$ cat src/shared/sbs_pkg.sv
/*
 * sbs_pkg: constants, carriers and address map of the shared-bus slave port.
 * assumes: one clock, 32-bit data port with byte granularity, word addresses.
 */
package sbs_pkg;

    // ------------------------------------------------------------------
    // port geometry
    // ------------------------------------------------------------------
    localparam int DAT_W      = 32;                 // data port width
    localparam int SEL_W      = DAT_W / 8;          // one select per byte lane
    localparam int ADR_LO     = 2;                  // lowest address bit of a 32-bit port
    localparam int ADR_HI     = 31;                 // highest address bit of this core
    localparam int TGA_W      = 2;                  // address tag width
    localparam int TGC_W      = 2;                  // cycle tag width

    // ------------------------------------------------------------------
    // word address map (address bits ADR_HI..ADR_LO)
    // ------------------------------------------------------------------
    localparam logic [ADR_HI:ADR_LO] ADR_DATA   = 30'h0000_0000; // write-only push port
    localparam logic [ADR_HI:ADR_LO] ADR_STATUS = 30'h0000_0001; // read-only status word

    // ------------------------------------------------------------------
    // tag fields
    // ------------------------------------------------------------------
    localparam int TGA_PRIV_BIT = 0;                // address tag: privileged access
    localparam int TGC_LAST_BIT = 0;                // cycle tag: last word of a packet

    // ------------------------------------------------------------------
    // buffer and status layout
    // ------------------------------------------------------------------
    localparam int FIFO_DEPTH   = 16;
    localparam int FIFO_CNT_W   = $clog2(FIFO_DEPTH) + 1;
    localparam int STREAM_W     = DAT_W + 1;        // data plus last-word marker
    localparam int XFER_W       = 16;
    localparam int ERR_W        = 8;
    localparam int ST_CNT_LSB   = 0;                // fill level
    localparam int ST_FULL_BIT  = 5;
    localparam int ST_EMPTY_BIT = 6;
    localparam int ST_ERR_LSB   = 8;                // error terminations seen
    localparam int ST_XFER_LSB  = 16;               // words accepted

    // ------------------------------------------------------------------
    // reset values and the all-lanes select mask
    // ------------------------------------------------------------------
    localparam logic [DAT_W-1:0]  RST_DAT  = 32'h0000_0000;
    localparam logic [XFER_W-1:0] RST_XFER = 16'h0000;
    localparam logic [ERR_W-1:0]  RST_ERR  = 8'h00;
    localparam logic [SEL_W-1:0]  SEL_ALL  = 4'hf;

    // ------------------------------------------------------------------
    // carriers
    // ------------------------------------------------------------------
    typedef struct packed {
        logic [ADR_HI:ADR_LO] adr;
        logic [DAT_W-1:0]     dat;
        logic [SEL_W-1:0]     sel;
        logic                 we;
        logic                 cyc;
        logic                 stb;
        logic [TGA_W-1:0]     tga;
        logic [TGC_W-1:0]     tgc;
    } sbs_req_type;

    typedef struct packed {
        logic             ack;
        logic             err;
        logic             rty;
        logic [DAT_W-1:0] dat;
    } sbs_rsp_type;

    typedef enum logic [1:0] {
        TERM_NONE = 2'b00,
        TERM_ACK  = 2'b01,
        TERM_ERR  = 2'b10,
        TERM_RTY  = 2'b11
    } sbs_term_type;

endpackage

$ cat src/logic/sbs_slave.sv
/*
 * sbs_slave: slave port of a synchronous shared bus that feeds a word stream
 * through a 16-word buffer, with a status word and a synchronous bus reset.
 * assumes: the master keeps its side of the handshake and holds bus reset for
 * at least one clock; i_rst is the core's own asynchronous reset.
 */
`timescale 1ns/1ps


module sbs_slave
    import sbs_pkg::*;
(
    input  wire logic                        i_ref_clk,     // bus clock
    input  wire logic                        i_rst,         // core async reset, high
    input  wire logic                        i_bus_rst,     // bus reset, synchronous, high
    input  wire sbs_pkg::sbs_req_type        i_bus,         // master request
    output sbs_pkg::sbs_rsp_type             o_bus,         // slave answer
    input  wire logic                        i_priv_only,   // refuse unprivileged writes
    output logic [sbs_pkg::DAT_W-1:0]        o_stream_data, // drained word
    output logic                             o_stream_last, // last word of a packet
    output logic                             o_stream_valid,// word available
    input  wire logic                        i_stream_ready // consumer takes word
);

    import sbs_pkg::*;

    // ------------------------------------------------------------------
    // state
    // ------------------------------------------------------------------
    typedef struct packed {
        logic [DAT_W-1:0]  rd_dat;   // registered read data
        logic [XFER_W-1:0] xfer;     // words accepted
        logic [ERR_W-1:0]  errs;     // error terminations given
    } sbs_st_type;

    sbs_st_type              st_reg;
    sbs_st_type              st_next;
    sbs_term_type            term;
    logic                    sel_act;
    logic                    push;
    logic                    fifo_ready;
    logic [FIFO_CNT_W-1:0]   fifo_cnt;
    logic [STREAM_W-1:0]     fifo_out;
    logic [STREAM_W-1:0]     fifo_in;
    logic                    hit_data;
    logic                    hit_status;
    logic                    priv_ok;
    logic                    lanes_ok;

    // ------------------------------------------------------------------
    // selection and decode
    // ------------------------------------------------------------------

    // selected only while strobe and cycle are up and no bus reset
    assign sel_act    = i_bus.stb & i_bus.cyc & ~i_bus_rst;
    // word address compare over bits 31..2
    assign hit_data   = (i_bus.adr == ADR_DATA);
    assign hit_status = (i_bus.adr == ADR_STATUS);
    // address tag only looked at inside a strobe
    assign priv_ok    = ~i_priv_only | i_bus.tga[TGA_PRIV_BIT];
    // push port needs every byte lane valid
    assign lanes_ok   = (i_bus.sel == SEL_ALL);

    // termination choice, one code so only one terminator can rise
    always_comb
    begin
        term = TERM_NONE;
        if (sel_act)
        begin
            if (i_bus.we)
            begin
                if (!hit_data || !lanes_ok || !priv_ok)
                    term = TERM_ERR;
                else if (!fifo_ready)
                    term = TERM_RTY;
                else
                    term = TERM_ACK;
            end
            else
            begin
                if (hit_status)
                    term = TERM_ACK;
                else
                    term = TERM_ERR;
            end
        end
    end

    // ------------------------------------------------------------------
    // answer outputs
    // ------------------------------------------------------------------

    // combinational from strobe, so they drop with it
    assign o_bus.ack = (term == TERM_ACK);
    assign o_bus.err = (term == TERM_ERR);
    assign o_bus.rty = (term == TERM_RTY);
    // registered status word, meaningful only under a terminator
    assign o_bus.dat = st_reg.rd_dat;

    // ------------------------------------------------------------------
    // buffer fill side
    // ------------------------------------------------------------------

    // push only on an acknowledged write
    assign push    = (term == TERM_ACK) & i_bus.we;
    // cycle tag held with the word, qualified by the cycle input
    assign fifo_in = {i_bus.cyc & i_bus.tgc[TGC_LAST_BIT], i_bus.dat};

    // ------------------------------------------------------------------
    // next state
    // ------------------------------------------------------------------

    // counters and read data, forced to the start values under bus reset
    always_comb
    begin
        st_next        = st_reg;
        st_next.rd_dat = RST_DAT;
        st_next.rd_dat[ST_CNT_LSB +: FIFO_CNT_W] = fifo_cnt;
        st_next.rd_dat[ST_FULL_BIT]  = ~fifo_ready;
        st_next.rd_dat[ST_EMPTY_BIT] = (fifo_cnt == '0);
        st_next.rd_dat[ST_ERR_LSB +: ERR_W]   = st_reg.errs;
        st_next.rd_dat[ST_XFER_LSB +: XFER_W] = st_reg.xfer;
        if (push)
            st_next.xfer = XFER_W'(st_reg.xfer + 1'b1);
        if (term == TERM_ERR)
            st_next.errs = ERR_W'(st_reg.errs + 1'b1);
        if (i_bus_rst)
        begin
            st_next.rd_dat = RST_DAT;
            st_next.xfer   = RST_XFER;
            st_next.errs   = RST_ERR;
        end
    end

    // ------------------------------------------------------------------
    // state register
    // ------------------------------------------------------------------

    // async reset is the core's own; bus reset acts through st_next
    always_ff @(posedge i_ref_clk or posedge i_rst)
    begin
        if (i_rst)
        begin
            st_reg <= '0;
        end
        else
        begin
            st_reg <= st_next;
        end
    end

    // ------------------------------------------------------------------
    // word buffer
    // ------------------------------------------------------------------

    // bus reset empties the buffer at the same edge as the counters
    sbs_fifo #(
        .WIDTH (STREAM_W),
        .DEPTH (FIFO_DEPTH)
    ) u_fifo (
        .i_ref_clk (i_ref_clk),
        .i_rst     (i_rst),
        .i_flush   (i_bus_rst),
        .i_data    (fifo_in),
        .i_valid   (push),
        .o_ready   (fifo_ready),
        .o_data    (fifo_out),
        .o_valid   (o_stream_valid),
        .i_ready   (i_stream_ready),
        .o_count   (fifo_cnt)
    );

    // drain side straight from the buffer storage
    assign o_stream_data = fifo_out[DAT_W-1:0];
    assign o_stream_last = fifo_out[DAT_W];

endmodule

$ cat src/logic/sbs_fifo.sv
/*
 * sbs_fifo: synchronous buffer with valid/ready on both sides and a flush.
 * assumes: one clock; flush is synchronous and wins over push and pop.
 */
`timescale 1ns/1ps

module sbs_fifo #(
    parameter int WIDTH = 33,                          // word width
    parameter int DEPTH = 16                           // words held
) (
    input  wire logic                       i_ref_clk, // clock
    input  wire logic                       i_rst,     // async reset, high
    input  wire logic                       i_flush,   // sync empty
    input  wire logic [WIDTH-1:0]           i_data,    // fill data
    input  wire logic                       i_valid,   // fill valid
    output logic                            o_ready,   // room for a word
    output logic [WIDTH-1:0]                o_data,    // drain data
    output logic                            o_valid,   // word available
    input  wire logic                       i_ready,   // drain accepts
    output logic [$clog2(DEPTH):0]          o_count    // fill level
);

    localparam int PW = $clog2(DEPTH);

    // ------------------------------------------------------------------
    // state
    // ------------------------------------------------------------------
    typedef struct packed {
        logic [PW-1:0] wr;
        logic [PW-1:0] rd;
        logic [PW:0]   cnt;
    } fifo_st_type;

    fifo_st_type      st_reg;
    fifo_st_type      st_next;
    logic [WIDTH-1:0] mem [DEPTH];
    logic             push;
    logic             pop;

    // handshakes: full and empty from the count
    assign o_ready = (st_reg.cnt != (PW+1)'(DEPTH));
    assign o_valid = (st_reg.cnt != '0);
    assign o_data  = mem[st_reg.rd];
    assign o_count = st_reg.cnt;
    assign push    = i_valid & o_ready;
    assign pop     = o_valid & i_ready;

    // pointer and count update
    always_comb
    begin
        st_next = st_reg;
        if (i_flush)
        begin
            st_next = '0;
        end
        else
        begin
            if (push)
                st_next.wr = PW'(st_reg.wr + 1'b1);
            if (pop)
                st_next.rd = PW'(st_reg.rd + 1'b1);
            if (push & ~pop)
                st_next.cnt = (PW+1)'(st_reg.cnt + 1'b1);
            else if (pop & ~push)
                st_next.cnt = (PW+1)'(st_reg.cnt - 1'b1);
        end
    end

    always_ff @(posedge i_ref_clk or posedge i_rst)
    begin
        if (i_rst)
            st_reg <= '0;
        else
            st_reg <= st_next;
    end

    // storage carries no reset
    always_ff @(posedge i_ref_clk)
    begin
        if (push & ~i_flush)
            mem[st_reg.wr] <= i_data;
    end

endmodule

$ cat config.mk
export PLATFORM = sky130hd
export DESIGN_NAME = sbs_slave
export DESIGN_NICKNAME = d
export VERILOG_FILES = /design/src/shared/sbs_pkg.sv /design/src/logic/sbs_slave.sv /design/src/logic/sbs_fifo.sv
export SDC_FILE = /design/constraint.sdc
export NUM_CORES = 1
export LEC_CHECK = 0
export BUFFER_PORTS_ARGS = -buffer_cell sky130_fd_sc_hd__buf_4
export CORE_MARGIN = 1
export CORE_UTILIZATION = 35
export DETAILED_ROUTE_END_ITERATION = 10
export PLACE_DENSITY_LB_ADDON = 0.1
export SKIP_CTS_REPAIR_TIMING = 1
export SLEW_MARGIN = 20
export SYNTH_ARGS = -nofsm -noshare
export SYNTH_HDL_FRONTEND = slang
export SYNTH_SLANG_ARGS = --single-unit
$ cat constraint.sdc
create_clock -name i_ref_clk -period 6.3 [get_ports i_ref_clk]
set_input_delay 0.315 -clock i_ref_clk [delete_from_list [all_inputs] [get_ports i_ref_clk]]
set_output_delay 0.315 -clock i_ref_clk [all_outputs]
set_load 0.03 [all_outputs]
==> flow_metrics.py <==
metrics = {
    "clock_tree": {
        "cts_buffers": 68,
        "clk_path_buf_depth": 3,
        "insertion_delay_ns": 0.59,
        "cts_sinks": 596,
        "clkTransAtPathRegs_ns": 0.05,
        "cts-htree-levels": 3,
        "root_buffer": "clkbuf_16",
        "cts_tree": "built",
    },
    "logic_synthesis": {
        "syn_area_sq_um": 23300,
        "syn_inst": 1085,
        "synth.net_count": 1174,
        "synth_area_leaders": "edfxtp_1 68%, mux4_2 16%, dfrtp_1 7.3%",
        "synth_warnings": 0,
        "synth_top_cell_by_area": "edfxtp_1",
        "yosys_most_used_dff": "edfxtp_1",
        "synth_seq_cells": 596,
        "seq_area_frac_synth": 0.753,
        "ys_types": 51,
        "synth-async-reset-ratio": 0.114,
        "avgSynthCellArea_sq_um": 21.5,
        "synth_edf_count": 528,
        "synth.top_cell.area_share": 0.680,
    },
    "sta": {
        "final.period_utilization": 0.612,
        "maxClockFrequency_ghz": 0.259,
        "whs_ns": -0.0254,
        "hold_viol": 10,
        "fin_crit_ns": 3.86,
        "max-slew-margin-rel": 0.325,
        "finalSetupViolations": 0,
        "setup-tns-final_ns": 0,
        "worst_pin_slew_ns": 1.01,
        "drv_slew": 0,
        "rsz0062_at_grt": "no",
        "skew_ns": 0.0155,
    },
    "grt": {
        "grt_overflow": 0,
        "grt_pass1_wl_microns": 79100,
        "first_global_vias": 11898,
        "grt_usage": 0.162,
        "grt_max_degree": 78,
        "antenna_found_initial": 2,
    },
    "placement": {
        "portBuffers": 143,
        "routabilityCongestion": 0.715,
        "dp_hpwl_microns": 28500,
    },
    "floorplan": {
        "num_io_pins": 147,
        "coreArea_sq_um": 65900,
        "core.rowCount": 94,
        "dieArea_sq_um": 67600,
        "start_util": 0.354,
        "die_w_microns": 260,
        "dieHeight_microns": 260,
    },
    "detailed_routing": {
        "viasPerCell": 5.06,
        "drtIter0Drc": 732,
        "final_antenna_net_count": 0,
        "firstDrtPassIters": 4,
        "wl_per_cell_microns": 24.6,
        "drc": 0,
        "via_count": 10939,
        "wirelength_microns": 53300,
    },
    "worst_setup_path": {
        "cp.arrival_ns": 4.13,
        "end_kind": "flop",
        "cp_max_fo": 23,
        "crit_path_max_incr_delay_ns": 0.89,
        "rr_startpoint": "u_fifo.o_count[0]",
        "start_kind": "flop",
        "crit_start": "u_fifo.o_count[0]",
        "critPathRequiredTime_ns": 6.58,
        "cp.buffers_inverters": 1,
        "path_class": "reg2reg",
        "cp_slowest_cell": "nor2_4",
        "critical-path-top-delay-family": "simple AND/OR/NAND/NOR gates",
        "path_cells": "nor4_2 -> a2111oi_4 -> and4_1 -> nand4b_1 -> nor2_4 -> buf_4",
    },
    "layout": {
        "synthToLayoutAreaGrowth_pct": 17.8,
        "final_net_count": 1335,
        "n_antenna_cell": 0,
        "drive_gt1_frac": 0.367,
        "mostFrequentLayoutCells": "528 x edfxtp_1, 169 x buf_4, 165 x mux4_2, 69 x clkbuf_16, 64 x dfrtp_1",
        "layout_commonest_cell": "edfxtp_1",
        "largest_reg_flops": 528,
        "n_fill_cell": 5852,
        "utilization": 0.417,
    },
    "job": {
        "maxCapViolCount": 0,
    },
    "pwr": {
        "combPwrFrac": 0.139,
        "clkPwrFrac": 0.395,
        "peakVddDrop_mv": 0.181,
        "power_density_nw_per_um2": 347,
        "switchingPower_mw": 2.29,
        "switching_share": 0.241,
        "p_leak_nw": 9.00,
        "p_seq_frac": 0.466,
        "power.internal_mw": 7.23,
    },
    "run_status": {
        "status": "complete, but fails checks",
        "violations": "negative hold slack",
    },
    "hold_path": {
        "hp-class": "in2async",
    },
}
-- worst paths after layout --
path	end	slack (ns)	cells past startpoint
max	u_fifo.mem[13][8]	2.44	6
max in group asynchronous	u_fifo.st_reg[5]	5.64	3
min in group i_ref_clk	u_fifo.mem[4][23]	0.02	1
min	o_bus[28]	-0.03	3
min reg2reg	st_reg[16]	0.51	1
max reg2reg	u_fifo.mem[13][8]	2.44	6
-- per-layer routing --
layer,up-vias,routed length (microns),GRT usage
li1,4775,-,-
met1,5876,22600,0.208
met2,204,27300,0.277
met3,80,2200,0.0334
met4,4,1110,0.0458
met5,-,28,0
-- layout make-up --
| cell class | instances | area, sq um | share of cell area |
|---|---|---|---|
| repair buffers | 174 | 1340 | 0.0488 |
| clock inverters | 37 | 322 | 0.0117 |
| flip-flops and latches | 596 | 17600 | 0.640 |
| clock buffers | 84 | 1780 | 0.0649 |
| well taps | 864 | 1080 | 0.0394 |
| multi-input cells | 385 | 5290 | 0.192 |
| inverters | 21 | 78.8 | 0.00287 |
-- cells by family (layout without fill, tap and decap cells) --
group	after synthesis	count (layout)	synth area share
fa+ha+maj	11	11	0.00623
simple gates	146	146	0.0346
other cells	1	1	0.000161
xor+xnor	6	6	0.00258
buf+inv	104	316	0.0229
flops	596	596	0.753
mux	185	185	0.169
compound gates	36	36	0.0109
-- power groups by stage --
stage	clock network (mW)	registers (mW)	logic [mW]
after global routing	4.02	4.45	1.43
final	3.76	4.44	1.32
after detailed placement	0	4.52	1.36
after floorplan	0	4.43	1.04
after global placement	0	4.52	1.36
after CTS	3.88	4.44	1.36
-- cell usage after synthesis (all sizes together), types with 4 or more instances --
master,instances
edfxtp,528
mux4,165
dfrtp,68
buf,55
nor2,40
clkbuf,28
inv,21
mux2,20
nor2b,20
nand2,17
nor4,12
a21oi,11
nand4,11
ha,10
nand3,8
and3,7
o21ai,7
and2,6
nor3,6
and4,5
or3,5
o31ai,4
-- worst reg2reg max path: cells and delay by family (launching register included) --
| kind | cells | cell delay, ns |
|---|---|---|
| and+or+nand+nor | 4 | 2.14 |
| AOI/OAI and AO/OA | 1 | 0.57 |
| DFF | 1 | 0.42 |
| buffers and inverters | 1 | 0.41 |
-- metrics by stage --
| stage | hold slack (ns) | worst slack [ns] | cell area, sq um | power (mW) | instances |
|---|---|---|---|---|---|
| global route | 0.000873 | 2.10 | 27500 | 9.90 | 2161 |
| floorplan | 0.414 | 0.797 | 23300 | 5.47 | 1085 |
| CTS | -0.0184 | 2.29 | 27400 | 9.68 | 2158 |
| detailed placement | 0.500 | 2.24 | 25300 | 5.88 | 2037 |
| global placement | 0.489 | 2.25 | 25300 | 5.88 | 2037 |
| finish | -0.0254 | 2.44 | 27500 | 9.52 | 2161 |
Power figures use the tool's default switching activity.
